$ cat src/ppc_pkg.sv
// constants and types shared by the power control and keyboard pullup block
// What this block does
// - port 3 pins carry no serial or second-timer functions, only interrupt and keyboard roles
// - boost bit clear: all three keyboard pins on port 3 keep normal pullups
// - boost set, select clear: enhanced pullups on 3.0 and 3.3, clock on 3.3
// - boost set, select set: enhanced pullups on 3.0 and 3.2, clock on 3.2
// - reset clears the boost bit and the interrupt select bit
// - power-up holds internal reset roughly 80 to 260 ms without external parts
// - supply dipping below 3 V then recovering gives a fresh internal reset
// - internal reset never drives the reset pin; that pin stays an independent reset input
// - either external interrupt, when set level-sensitive, ends power-down once global and own enables are set
// - setting power-down stops the oscillator and halts all clocked functions
// - power-down keeps register contents and port latches driving
// - power-down drives address latch strobe and program store strobe low
// - level-sensitive wake: pin low restarts oscillator, pin high completes exit
// - after interrupt return, execution resumes after the power-down instruction
// - power fail flag set on supply rise, writable by software, lost below 3 V
// - idle bit enters idle; hardware clears it on interrupt or reset
// - idle and power-down set together: power-down wins
// - control register at 87h; bit 5 reserved; bits 3 and 2 are software flags
// - select clear: key scan drives interrupt a; select set: key scan drives interrupt b
// - key scan interrupt raised whenever any port 1 pin is low
package ppc_pkg;
   localparam int SFR_AW = 8;
   localparam logic [SFR_AW-1:0] POWER_AND_PULLUP_CONTROL_ADDR = 8'h87;
   localparam logic [7:0] POWER_AND_PULLUP_CONTROL_RST = 8'h00;
   localparam logic [7:0] RD_IDLE = 8'h00;
   localparam int B_BOOST = 7;
   localparam int B_KSEL = 6;
   localparam int B_POF = 4;
   localparam int B_GFH = 3;
   localparam int B_GFL = 2;
   localparam int B_PD = 1;
   localparam int B_IDL = 0;
   localparam int P1_W = 8;
   // synchroniser lane positions
   localparam int S_RST = 0;
   localparam int S_VCC = 1;
   localparam int S_P32 = 2;
   localparam int S_P33 = 3;
   localparam int S_P1 = 4;
   localparam int SYNC_W = S_P1 + P1_W;
   // power-up reset hold: least time rounded up to whole cycles
   localparam longint CLK_HZ = 64'd20000000;
   localparam longint POR_MIN_MS = 64'd80;
   localparam longint POR_CYC_DEF = (POR_MIN_MS * CLK_HZ + 64'd999) / 64'd1000;
   localparam int POR_CW = 22;
   typedef enum logic [1:0] {MODE_RUN, MODE_IDLE, MODE_PDOWN, MODE_WAKE} ppc_mode_t;
endpackage : ppc_pkg

$ cat src/ppc_pwr_if.sv
// carrier between the supply supervisor and the control logic
`timescale 1ns/100ps
`default_nettype none
interface ppc_pwr_if;
   logic vcc_ok_s;
   logic por_active;
   logic vcc_rise;
   modport ctl (output vcc_ok_s, input por_active, input vcc_rise);
   modport tmr (input vcc_ok_s, output por_active, output vcc_rise);
endinterface : ppc_pwr_if
`default_nettype wire

$ cat src/ppc_sync.sv
// two-flop synchroniser bank for pin inputs
`timescale 1ns/100ps
`default_nettype none
module ppc_sync
   import ppc_pkg::*;
(
   input wire logic i_mclk,
   input wire logic i_nrst,
   input wire logic [ppc_pkg::SYNC_W-1:0] i_async,
   input wire logic [ppc_pkg::SYNC_W-1:0] i_rst_val,
   output logic [ppc_pkg::SYNC_W-1:0] o_sync
);
   logic [SYNC_W-1:0] meta_q;
   logic [SYNC_W-1:0] sync_q;
   logic [1:0] fill_q;

   genvar g;
   generate
      for (g = 0; g < SYNC_W; g++)
      begin : g_lane
         always_ff @(posedge i_mclk or negedge i_nrst)
         begin
            if (!i_nrst)
            begin
               meta_q[g] <= 1'b0;
               sync_q[g] <= 1'b0;
            end
            else
            begin
               meta_q[g] <= i_async[g];
               sync_q[g] <= meta_q[g];
            end
         end
      end
   endgenerate

   // counts both stages in after reset; a cleared lane would look like a pulled-low pin
   always_ff @(posedge i_mclk or negedge i_nrst)
   begin
      if (!i_nrst)
         fill_q <= 2'h0;
      else
         fill_q <= {fill_q[0], 1'b1};
   end

   // each lane shows its idle level until the second stage holds a real sample
   assign o_sync = fill_q[1] ? sync_q : i_rst_val;
endmodule : ppc_sync
`default_nettype wire

$ cat src/ppc_por.sv
// supply supervisor: power-up and brown-out internal reset timer
`timescale 1ns/100ps
`default_nettype none
module ppc_por
   import ppc_pkg::*;
#(
   parameter int unsigned POR_CYCLES = 32'(ppc_pkg::POR_CYC_DEF)
)
(
   input wire logic i_mclk,
   input wire logic i_nrst,
   ppc_pwr_if.tmr pwr
);
   logic [POR_CW-1:0] cnt_q;
   logic act_q;
   logic vok_q;
   logic rise_q;

   always_ff @(posedge i_mclk or negedge i_nrst)
   begin
      if (!i_nrst)
      begin
         cnt_q <= '0;
         act_q <= 1'b1;
      end
      else if (!pwr.vcc_ok_s)
      begin
         cnt_q <= '0;
         act_q <= 1'b1;
      end
      else if (act_q)
      begin
         if (cnt_q == POR_CW'(POR_CYCLES - 1))
            act_q <= 1'b0;
         else
            cnt_q <= cnt_q + 1'b1;
      end
   end

   always_ff @(posedge i_mclk or negedge i_nrst)
   begin
      if (!i_nrst)
      begin
         vok_q <= 1'b0;
         rise_q <= 1'b0;
      end
      else
      begin
         vok_q <= pwr.vcc_ok_s;
         rise_q <= pwr.vcc_ok_s & ~vok_q;
      end
   end

   assign pwr.por_active = act_q;
   assign pwr.vcc_rise = rise_q;
endmodule : ppc_por
`default_nettype wire

$ cat src/ppc_top.sv
// power control register, reset sequencing, idle and power-down, keyboard pullup select
`timescale 1ns/100ps
`default_nettype none
module ppc_top
   import ppc_pkg::*;
#(
   parameter int unsigned POR_CYCLES = 32'(ppc_pkg::POR_CYC_DEF)
)
(
   input wire logic i_mclk,
   input wire logic i_nrst,
   input wire logic i_ext_rst_pin,
   input wire logic i_vcc_ok,
   input wire logic [ppc_pkg::P1_W-1:0] i_port1_pins,
   input wire logic i_p32_pin,
   input wire logic i_p33_pin,
   input wire logic [ppc_pkg::SFR_AW-1:0] i_sfr_addr,
   input wire logic [7:0] i_sfr_wdata,
   input wire logic i_sfr_wr,
   input wire logic i_sfr_rd,
   input wire logic i_irq_event,
   input wire logic i_ie_global,
   input wire logic i_ie_a,
   input wire logic i_ie_b,
   input wire logic i_level_a,
   input wire logic i_level_b,
   output logic [7:0] o_sfr_rdata,
   output logic o_int_rst,
   output logic o_pu_enh_p30,
   output logic o_pu_enh_p32,
   output logic o_pu_enh_p33,
   output logic o_kbd_clk_on_p32,
   output logic o_ext_irq_a_n,
   output logic o_ext_irq_b_n,
   output logic o_cpu_halt,
   output logic o_osc_stop,
   output logic o_strobes_low,
   output logic o_port_hold,
   output logic [1:0] o_mode
);
   import ppc_pkg::*;

   // pullup enables for p3.0, p3.2, p3.3 from boost and select
   function automatic logic [2:0] pullup_map(input logic boost, input logic ksel);
      logic [2:0] m;
      m = 3'h0;
      if (boost)
      begin
         m[0] = 1'b1;
         m[1] = ksel;
         m[2] = ~ksel;
      end
      return m;
   endfunction : pullup_map

   // address match for the control register
   function automatic logic power_and_pullup_control_hit(input logic [SFR_AW-1:0] a);
      return a == POWER_AND_PULLUP_CONTROL_ADDR;
   endfunction : power_and_pullup_control_hit

   // ------------------------------------------------------------------
   // pin synchronisers and supply supervisor
   logic [SYNC_W-1:0] pins_raw;
   logic [SYNC_W-1:0] pins_rst;
   logic [SYNC_W-1:0] pins_s;
   logic ext_rst_s;
   logic p32_s;
   logic p33_s;
   logic [P1_W-1:0] p1_s;

   always_comb
   begin
      pins_raw = '0;
      pins_raw[S_RST] = i_ext_rst_pin;
      pins_raw[S_VCC] = i_vcc_ok;
      pins_raw[S_P32] = i_p32_pin;
      pins_raw[S_P33] = i_p33_pin;
      pins_raw[S_P1 +: P1_W] = i_port1_pins;
      pins_rst = '0;
      pins_rst[S_P32] = 1'b1;
      pins_rst[S_P33] = 1'b1;
      pins_rst[S_P1 +: P1_W] = '1;
   end

   ppc_sync u_sync (
      .i_mclk(i_mclk),
      .i_nrst(i_nrst),
      .i_async(pins_raw),
      .i_rst_val(pins_rst),
      .o_sync(pins_s)
   );

   assign ext_rst_s = pins_s[S_RST];
   assign p32_s = pins_s[S_P32];
   assign p33_s = pins_s[S_P33];
   assign p1_s = pins_s[S_P1 +: P1_W];

   ppc_pwr_if pwr ();

   assign pwr.vcc_ok_s = pins_s[S_VCC];

   ppc_por #(.POR_CYCLES(POR_CYCLES)) u_por (
      .i_mclk(i_mclk),
      .i_nrst(i_nrst),
      .pwr(pwr)
   );

   // ------------------------------------------------------------------
   // internal reset: the pin is only ever an input here, never driven
   logic core_rst_d;
   logic core_rst_q;

   assign core_rst_d = pwr.por_active | ext_rst_s;

   always_ff @(posedge i_mclk or negedge i_nrst)
   begin
      if (!i_nrst)
         core_rst_q <= 1'b1;
      else
         core_rst_q <= core_rst_d;
   end

   // ------------------------------------------------------------------
   // control register bits
   logic boost_q;
   logic ksel_q;
   logic pof_q;
   logic gfh_q;
   logic gfl_q;
   logic pd_q;
   logic idl_q;
   logic boost_d;
   logic ksel_d;
   logic wr_power_and_pullup_control;
   logic exit_pd;
   ppc_mode_t mode_q;
   ppc_mode_t mode_d;

   assign wr_power_and_pullup_control = i_sfr_wr & power_and_pullup_control_hit(i_sfr_addr);

   always_comb
   begin
      boost_d = boost_q;
      ksel_d = ksel_q;
      if (core_rst_q)
      begin
         boost_d = POWER_AND_PULLUP_CONTROL_RST[B_BOOST];
         ksel_d = POWER_AND_PULLUP_CONTROL_RST[B_KSEL];
      end
      else if (wr_power_and_pullup_control)
      begin
         boost_d = i_sfr_wdata[B_BOOST];
         ksel_d = i_sfr_wdata[B_KSEL];
      end
   end

   always_ff @(posedge i_mclk or negedge i_nrst)
   begin
      if (!i_nrst)
      begin
         boost_q <= 1'b0;
         ksel_q <= 1'b0;
      end
      else
      begin
         boost_q <= boost_d;
         ksel_q <= ksel_d;
      end
   end

   // general flags: plain storage, reset only; bit 5 has no storage
   always_ff @(posedge i_mclk or negedge i_nrst)
   begin
      if (!i_nrst)
      begin
         gfh_q <= 1'b0;
         gfl_q <= 1'b0;
      end
      else if (core_rst_q)
      begin
         gfh_q <= POWER_AND_PULLUP_CONTROL_RST[B_GFH];
         gfl_q <= POWER_AND_PULLUP_CONTROL_RST[B_GFL];
      end
      else if (wr_power_and_pullup_control)
      begin
         gfh_q <= i_sfr_wdata[B_GFH];
         gfl_q <= i_sfr_wdata[B_GFL];
      end
   end

   // power fail flag survives internal resets; supply rise beats a write
   always_ff @(posedge i_mclk or negedge i_nrst)
   begin
      if (!i_nrst)
         pof_q <= 1'b0;
      else if (pwr.vcc_rise)
         pof_q <= 1'b1;
      else if (!pwr.vcc_ok_s)
         pof_q <= 1'b0;
      else if (wr_power_and_pullup_control)
         pof_q <= i_sfr_wdata[B_POF];
   end

   // idle and power-down bits; a software set wins over a hardware clear
   always_ff @(posedge i_mclk or negedge i_nrst)
   begin
      if (!i_nrst)
      begin
         pd_q <= 1'b0;
         idl_q <= 1'b0;
      end
      else if (core_rst_q)
      begin
         pd_q <= POWER_AND_PULLUP_CONTROL_RST[B_PD];
         idl_q <= POWER_AND_PULLUP_CONTROL_RST[B_IDL];
      end
      else if (wr_power_and_pullup_control)
      begin
         pd_q <= i_sfr_wdata[B_PD];
         idl_q <= i_sfr_wdata[B_IDL];
      end
      else
      begin
         if (exit_pd)
            pd_q <= 1'b0;
         if (i_irq_event)
            idl_q <= 1'b0;
      end
   end

   // ------------------------------------------------------------------
   // interrupt routing; p3.2 and p3.3 serve only interrupt and keyboard use
   logic kscan_n;
   logic irq_a_n;
   logic irq_b_n;
   logic wake_low;

   assign kscan_n = &p1_s;
   assign irq_a_n = ksel_q ? p32_s : kscan_n;
   assign irq_b_n = ksel_q ? kscan_n : p33_s;
   assign wake_low = i_ie_global & ((i_ie_a & i_level_a & ~irq_a_n) | (i_ie_b & i_level_b & ~irq_b_n));

   always_ff @(posedge i_mclk or negedge i_nrst)
   begin
      if (!i_nrst)
      begin
         o_ext_irq_a_n <= 1'b1;
         o_ext_irq_b_n <= 1'b1;
      end
      else
      begin
         o_ext_irq_a_n <= irq_a_n;
         o_ext_irq_b_n <= irq_b_n;
      end
   end

   // ------------------------------------------------------------------
   // mode sequencer
   always_comb
   begin
      mode_d = mode_q;
      exit_pd = 1'b0;
      if (core_rst_q)
         mode_d = MODE_RUN;
      else
      begin
         unique case (mode_q)
            MODE_RUN:
            begin
               if (wr_power_and_pullup_control && i_sfr_wdata[B_PD])
                  mode_d = MODE_PDOWN;
               else if (wr_power_and_pullup_control && i_sfr_wdata[B_IDL])
                  mode_d = MODE_IDLE;
            end
            MODE_IDLE:
            begin
               if (i_irq_event)
                  mode_d = MODE_RUN;
            end
            MODE_PDOWN:
            begin
               if (wake_low)
                  mode_d = MODE_WAKE;
            end
            MODE_WAKE:
            begin
               if (!wake_low)
               begin
                  mode_d = MODE_RUN;
                  exit_pd = 1'b1;
               end
            end
         endcase
      end
   end

   always_ff @(posedge i_mclk or negedge i_nrst)
   begin
      if (!i_nrst)
         mode_q <= MODE_RUN;
      else
         mode_q <= mode_d;
   end

   // mode outputs follow the next state so the halt lands right after the write
   always_ff @(posedge i_mclk or negedge i_nrst)
   begin
      if (!i_nrst)
      begin
         o_cpu_halt <= 1'b0;
         o_osc_stop <= 1'b0;
         o_strobes_low <= 1'b0;
         o_port_hold <= 1'b0;
         o_mode <= 2'h0;
      end
      else
      begin
         o_cpu_halt <= mode_d != MODE_RUN;
         o_osc_stop <= mode_d == MODE_PDOWN;
         o_strobes_low <= (mode_d == MODE_PDOWN) || (mode_d == MODE_WAKE);
         o_port_hold <= (mode_d == MODE_PDOWN) || (mode_d == MODE_WAKE);
         o_mode <= mode_d;
      end
   end

   // ------------------------------------------------------------------
   // pullup and keyboard pin assignment
   logic [2:0] pu_d;

   assign pu_d = pullup_map(boost_d, ksel_d);

   always_ff @(posedge i_mclk or negedge i_nrst)
   begin
      if (!i_nrst)
      begin
         o_pu_enh_p30 <= 1'b0;
         o_pu_enh_p32 <= 1'b0;
         o_pu_enh_p33 <= 1'b0;
         o_kbd_clk_on_p32 <= 1'b0;
      end
      else
      begin
         o_pu_enh_p30 <= pu_d[0];
         o_pu_enh_p32 <= pu_d[1];
         o_pu_enh_p33 <= pu_d[2];
         o_kbd_clk_on_p32 <= boost_d & ksel_d;
      end
   end

   // ------------------------------------------------------------------
   // register read path, one cycle after the read strobe
   logic [7:0] power_and_pullup_control_val;

   always_comb
   begin
      power_and_pullup_control_val = RD_IDLE;
      power_and_pullup_control_val[B_BOOST] = boost_q;
      power_and_pullup_control_val[B_KSEL] = ksel_q;
      power_and_pullup_control_val[B_POF] = pof_q;
      power_and_pullup_control_val[B_GFH] = gfh_q;
      power_and_pullup_control_val[B_GFL] = gfl_q;
      power_and_pullup_control_val[B_PD] = pd_q;
      power_and_pullup_control_val[B_IDL] = idl_q;
   end

   always_ff @(posedge i_mclk or negedge i_nrst)
   begin
      if (!i_nrst)
         o_sfr_rdata <= RD_IDLE;
      else if (i_sfr_rd && power_and_pullup_control_hit(i_sfr_addr))
         o_sfr_rdata <= power_and_pullup_control_val;
      else
         o_sfr_rdata <= RD_IDLE;
   end

   // internal reset goes to the core only
   always_ff @(posedge i_mclk or negedge i_nrst)
   begin
      if (!i_nrst)
         o_int_rst <= 1'b1;
      else
         o_int_rst <= core_rst_q;
   end
endmodule : ppc_top
`default_nettype wire

$ cat config.mk
export PLATFORM = sky130hd
export DESIGN_NAME = ppc_top
export DESIGN_NICKNAME = d
export VERILOG_FILES = /design/src/ppc_pkg.sv /design/src/ppc_pwr_if.sv /design/src/ppc_sync.sv /design/src/ppc_por.sv /design/src/ppc_top.sv
export SDC_FILE = /design/constraint.sdc
export NUM_CORES = 1
export LEC_CHECK = 0
export BUFFER_PORTS_ARGS = -buffer_cell sky130_fd_sc_hd__buf_2
export CORE_UTILIZATION = 55
export CTS_CLUSTER_SIZE = 20
export DETAILED_ROUTE_END_ITERATION = 6
export PLACE_DENSITY_LB_ADDON = 0.25
export SLEW_MARGIN = 40
export SYNTH_ARGS = -nofsm -noshare
export SYNTH_HDL_FRONTEND = slang
export SYNTH_SLANG_ARGS = --single-unit
$ cat constraint.sdc
create_clock -name i_mclk -period 4 [get_ports i_mclk]
set_input_delay 0.6 -clock i_mclk [delete_from_list [all_inputs] [get_ports i_mclk]]
set_output_delay 0.6 -clock i_mclk [all_outputs]
set_load 0.005 [all_outputs]
==> impl_metrics.env, run 1 <==
export IMPL_status="finished clean"
export IMPL_post_cts_resized=0
export IMPL_r2r_slack_ns=2.07
export IMPL_synth_warnings=0
export IMPL_cts_sinks=76
export IMPL_synth_edf_count=0
export IMPL_yosysTopAreaCellShare_pct=59.1
export IMPL_finalMaxSlewViolations=0
export IMPL_wl_met2_mm=2.34
export IMPL_wirelength_mm=5.05
export IMPL_peakVddDrop_mv=0.332
export IMPL_postCtsSetupBuffers=0
export IMPL_htreeDepth=3
export IMPL_finalSetupViolations=0
export IMPL_power_leakage_nw=1.74
export IMPL_cpPeakStageDelay_ns=0.46
export IMPL_drt_iter0_markers=120
export IMPL_crit_path_start="u_por.cnt_q[18]"
export IMPL_crit_type="flip-flop to flip-flop"
export IMPL_hold_viol=0
export IMPL_period_share_pct=48.3
export IMPL_synth_largest_area_cell="dfrtp_1"
export IMPL_wl_met3_um=233
export IMPL_dp_cells=371
export IMPL_r2r_start="u_por.cnt_q[18]"
export IMPL_synth_seq_cells=76
export IMPL_critPathCaptureType="flip-flop"
export IMPL_portBuffers=56
export IMPL_ioPinCount=59
export IMPL_grt_first_pass_wirelength_mm=8.67
export IMPL_timing_final_ws_setup_ns=2.07
export IMPL_synth_most_common_cell="dfrtp_1"
export IMPL_die_h_um=75.9
export IMPL_post_place_ws_ns=1.76
export IMPL_path_clk_slew_ns=0.08
export IMPL_synth_nets=289
export IMPL_synth_cells=250
export IMPL_fin_skew_ns=0.00878
export IMPL_ant_nets=0
export IMPL_fp_dieArea_um2=5760
export IMPL_antenna_found_initial=0
export IMPL_synth_area_um2=3000
export IMPL_hold_buffers=0
export IMPL_core_um2=5170
export IMPL_fp_dieW_um=75.9
export IMPL_tightestPinTransition_ns=0.507
export IMPL_grt_max_degree=38
export IMPL_startpoint_type="flip-flop"
export IMPL_crit_required_ns=4.21
export IMPL_cts_tree="yes"
export IMPL_syn_to_final_growth_pct=18.0
export IMPL_vias=2012
export IMPL_nNetsFinal=351
export IMPL_seq_area_frac_synth_pct=63.5
export IMPL_async_flop_share_pct=100
export IMPL_cp_num_buf_inv=0
export IMPL_fmaxAchievable_ghz=0.518
export IMPL_placed_cell_area_um2=3340
export IMPL_drv_cap=0
export IMPL_drive_gt1_share_pct=29.0
export IMPL_track_usage_pct=19.5
export IMPL_grt_overflow_total=0
export IMPL_tns_ns=0
export IMPL_cts_made_buffers=9
export IMPL_diodes=0
export IMPL_syn_avg_cell_area_um2=12.0
export IMPL_crit_family="simple AND/OR/NAND/NOR gates"
export IMPL_firstDrtPassIters=4
export IMPL_gp_congestion=0.776
export IMPL_power_total_mw=1.42
export IMPL_cts_root_buf="clkbuf_8"
export IMPL_wl_met1_mm=2.40
export IMPL_ctsLongestPathBuffers=2
export IMPL_start_util_pct=58.1
export IMPL_rows=26
export IMPL_yosys_top_cells_area="dfrtp_1, dfstp_2, nor2_1, nand3_1, xor2_1"
export IMPL_clk_latency_ns=0.34
export IMPL_min_period_ns=1.93
export IMPL_max_slew_margin_pct=65.8
export IMPL_wl_per_cell_um=13.0
export IMPL_hold_path_class="input port to async pin"
export IMPL_final_area_um2=3550
export IMPL_synthFlopType="dfrtp_1"
export IMPL_cp_slowest_cell="o31ai_4"
export IMPL_arrival_ns=2.14
export IMPL_grt_pass1_vias=1955
export IMPL_stdcell_count=387
export IMPL_rsz0062_at_grt="false"
export IMPL_top_layer_used="met4"
export IMPL_critPathMaxFanout=9
export IMPL_netlist_top_cells_count="dfrtp_1, nor2_1, nand3_1"
export IMPL_power_density_nw_per_um2=401
export IMPL_yosys_cell_types_count=49
export IMPL_drcViolationCount=0
export IMPL_via_per_inst=5.20
export IMPL_finish_utilization_pct=68.6
export IMPL_worst_hold_slack_ns=0.174
export IMPL_path_cells="nor4_1 > nand4_1 > o31ai_4 > mux2i_1 > nor2_1"
export IMPL_dpl_hpwl_mm=3.55
cells in the final DEF, fill, tap and decap left out, types with 5 or more instances in the layout:
master / n
a21oi_1: 11
and3_1: 12
buf_2: 56
clkbuf_8: 10
dfrtp_1: 71
dfstp_2: 5
inv_1: 10
mux2i_1: 7
nand2_1: 10
nand3_1: 16
nand4_1: 6
nor2_1: 26
o21ai_0: 6
or3_2: 5
xor2_1: 9
flip-flops by register name (all words and copies together) (netlist names), 2 cells and up:
register	count
u_sync.meta_q	12
o_sfr_rdata	7
u_sync.fill_q	2
u_sync.sync_q	12
o_mode	2
u_por.cnt_q	22
cell type report:
| cell class | count | area, um^2 |
|---|---|---|
| multi-input combinational | 157 | 1020 |
| inverter | 10 | 37.5 |
| clock inverter | 5 | 60.1 |
| fill | 382 | 1630 |
| tap | 70 | 87.6 |
| sequential | 76 | 1910 |
| timing repair buffer | 58 | 295 |
| clock buffer | 11 | 141 |
logic make-up after synthesis:
group                      after synthesis  synth area share, %
AOI/OAI and AO/OA                       31                 7.37
xor gates and xnor gates                12                 3.50
adders and majority gates                1                0.416
buffers and inverters                   17                 2.75
DFF                                     76                 63.5
muxes                                    7                 2.33
other                                    2                0.250
and+or+nand+nor                        104                 19.9
per-layer routing:
| layer | GRT usage, % | vias to the layer above |
|---|---|---|
| met1 | 25.7 | 960 |
| met2 | 29.4 | 56 |
| met5 | 0 | - |
| li1 | - | 988 |
| met4 | 11.3 | 0 |
| met3 | 5.06 | 8 |
path summary, 6_finish.rpt:
| check | endpoint | depth (start not counted) |
|---|---|---|
| worst max-delay path | u_por.cnt_q[1] | 5 |
| worst min-delay path | o_sfr_rdata[6] | 1 |
| worst max register to register | u_por.cnt_q[1] | 5 |
| worst min register to register | u_sync.fill_q[1] | 0 |
| max in group asynchronous | core_rst_q | 2 |
| min in group i_mclk | u_sync.fill_q[1] | 0 |
where the power goes:
part           total [mW]  internal [mW]  switching [mW]
Clock               0.579          0.308           0.272
Combinational      0.0497         0.0191          0.0306
Sequential          0.792          0.786         0.00609
(Power assumes the default switching activity.)
==> run 2, diff against run 1 <==
ABC_AREA = 1   (was not set)
CORE_UTILIZATION = 50   (was 55)
clock period = 1.6 ns   (was 4 ns; I/O delays follow)
==> impl_metrics.env, run 2 <==
export IMPL_status="finished clean"
export IMPL_yosys_top_cells_area="dfrtp_1, nand2_1, nor2_1, inv_1, dfstp_2"
export IMPL_ioPinCount=59
export IMPL_crit_type="flip-flop to flip-flop"
export IMPL_synth_cells=352
export IMPL_async_flop_share_pct=100
export IMPL_grt_max_degree=77
export IMPL_htreeDepth=3
export IMPL_yosys_cell_types_count=31
export IMPL_drt_iter0_markers=211
export IMPL_die_h_um=82.5
export IMPL_n_fill_cell=488
export IMPL_nNetsFinal=495
export IMPL_fin_skew_ns=0.00930
export IMPL_tns_ns=0
export IMPL_drive_gt1_share_pct=30.2
export IMPL_synth_seq_cells=76
export IMPL_core_um2=6100
export IMPL_crit_required_ns=1.89
export IMPL_synthFlopType="dfrtp_1"
export IMPL_antenna_found_initial=0
export IMPL_rsz0062_at_grt="false"
export IMPL_cts_sinks=76
export IMPL_timing_final_ws_setup_ns=0.0826
export IMPL_min_period_ns=1.52
export IMPL_cts_root_buf="clkbuf_8"
export IMPL_critPathMaxFanout=4
export IMPL_ant_nets=0
export IMPL_largest_register="u_por.cnt_q"
export IMPL_met1_usage_pct=30.6
export IMPL_finalMaxSlewViolations=0
export IMPL_dpl_hpwl_mm=4.93
export IMPL_netlist_top_cells_count="nand2_1, dfrtp_1, nor2_1"
export IMPL_reg_top3="u_por.cnt_q x22, u_sync.meta_q x12, u_sync.sync_q x12"
export IMPL_clk_latency_ns=0.36
export IMPL_grt_pass1_vias=2586
export IMPL_via_per_inst=5.14
export IMPL_worst_hold_slack_ns=0.0916
export IMPL_cts_made_buffers=9
export IMPL_grt_util_met3_pct=4.07
export IMPL_dp_cells=500
export IMPL_hold_path_class="input port to flip-flop"
export IMPL_synth_most_common_cell="nand2_1"
export IMPL_startpoint_type="flip-flop"
export IMPL_period_share_pct=94.8
export IMPL_synth_largest_area_cell="dfrtp_1"
export IMPL_placed_cell_area_um2=3780
export IMPL_diodes=0
export IMPL_min_path_cells=3
export IMPL_yosysTopAreaCellShare_pct=54.8
export IMPL_synth_edf_count=0
export IMPL_path_clk_slew_ns=0.09
export IMPL_arrival_ns=1.81
export IMPL_wl_per_cell_um=13.7
export IMPL_fp_dieArea_um2=6810
export IMPL_largest_register_ffs=22
export IMPL_grt_overflow_total=0
export IMPL_final_area_um2=4200
export IMPL_wirelength_mm=7.36
export IMPL_ctsLongestPathBuffers=2
export IMPL_syn_to_final_growth_pct=29.5
export IMPL_syn_avg_cell_area_um2=9.21
export IMPL_most_common_layout_cells="nand2_1, dfrtp_1, buf_2"
export IMPL_portBuffers=56
export IMPL_synth_area_um2=3240
export IMPL_critPathCaptureType="flip-flop"
export IMPL_power_leakage_nw=2.04
export IMPL_grt_first_pass_wirelength_mm=11.7
export IMPL_power_density_nw_per_um2=835
export IMPL_post_place_ws_ns=-0.0309
export IMPL_cts_tree="yes"
export IMPL_rr_worst_depth=8
export IMPL_stdcell_count=536
export IMPL_finish_utilization_pct=68.9
export IMPL_grt_most_used_layer="met2"
export IMPL_seq_area_frac_synth_pct=58.8
export IMPL_finalSetupViolations=0
export IMPL_synth_warnings=0
export IMPL_synth_nets=391
export IMPL_track_usage_pct=23.6
export IMPL_fp_dieW_um=82.5
export IMPL_vias=2754
export IMPL_rows=28
export IMPL_drv_cap=0
export IMPL_start_util_pct=53.2
export IMPL_fmaxAchievable_ghz=0.659
export IMPL_final_common_cell="nand2_1"
export IMPL_drcViolationCount=0
export IMPL_gp_congestion=0.903
export IMPL_peakVddDrop_mv=0.702
export IMPL_firstDrtPassIters=5
export IMPL_use_met2_pct=39.4
export IMPL_hold_viol=0
export IMPL_power_total_mw=3.51
[run 2: worst max-delay path, cell delays in order (launching register included)]
cell     delay (ns)
dfrtp_1        0.42
nand3_2        0.12
inv_1          0.09
nand2_1        0.11
nor2_4         0.19
nand2_1        0.11
o21ai_0        0.18
nand3_1        0.10
o21ai_1        0.13
[run 2: layout make-up]
| type | count | area [um^2] | share of cell area (%) |
|---|---|---|---|
| repair buffers | 99 | 656 | 15.6 |
| well taps | 75 | 93.8 | 2.23 |
| flip-flops and latches | 76 | 1910 | 45.6 |
| inverters | 38 | 155 | 3.69 |
| clock inverters | 7 | 58.8 | 1.40 |
| repair inverters | 1 | 8.76 | 0.209 |
| multi-input cells | 231 | 1190 | 28.3 |
| clock buffers | 9 | 124 | 2.95 |
[run 2: path summary, 6_finish.rpt]
check,slack (ns),start,endpoint
worst min register to register,0.34,u_sync.meta_q[2],u_sync.sync_q[2]
min in group asynchronous,0.43,i_nrst,u_sync.meta_q[6]
max in group asynchronous,0.82,i_nrst,o_ext_irq_a_n
worst min-delay path,0.09,i_sfr_wdata[2],gfl_q
worst max-delay path,0.08,u_por.cnt_q[1],u_por.cnt_q[15]
worst max register to register,0.08,u_por.cnt_q[1],u_por.cnt_q[15]
[run 2: power breakdown]
group,internal [mW],switching (mW)
clock,0.589,0.777
combinational,0.0763,0.0874
sequential,1.96,0.0140
total,2.63,0.879
[run 2: timing repair]
item                       4_1_cts  5_1_grt
hold buffers                    13        0
gates cloned                     0        1
pin swaps                        1        6
resized for setup                2       16
hold endpoints to repair        83        0
setup buffers                    1        5
setup endpoints to repair        3       21
[run 2: cell families after synthesis]
kind of cell	after synthesis	share of synthesized area (%)
DFF	76	58.8
other	2	0.232
and+or+nand+nor	190	26.8
buffers and inverters	45	6.33
AOI/OAI and AO/OA	33	6.06
adders and majority gates	1	0.386
xor gates and xnor gates	5	1.35
[run 2: layer usage]
metal / vias up / routed length [um]
met4: 0 / 89
met2: 85 / 3610
met1: 1309 / 3260
met5: - / 0
met3: 12 / 400
li1: 1348 / -
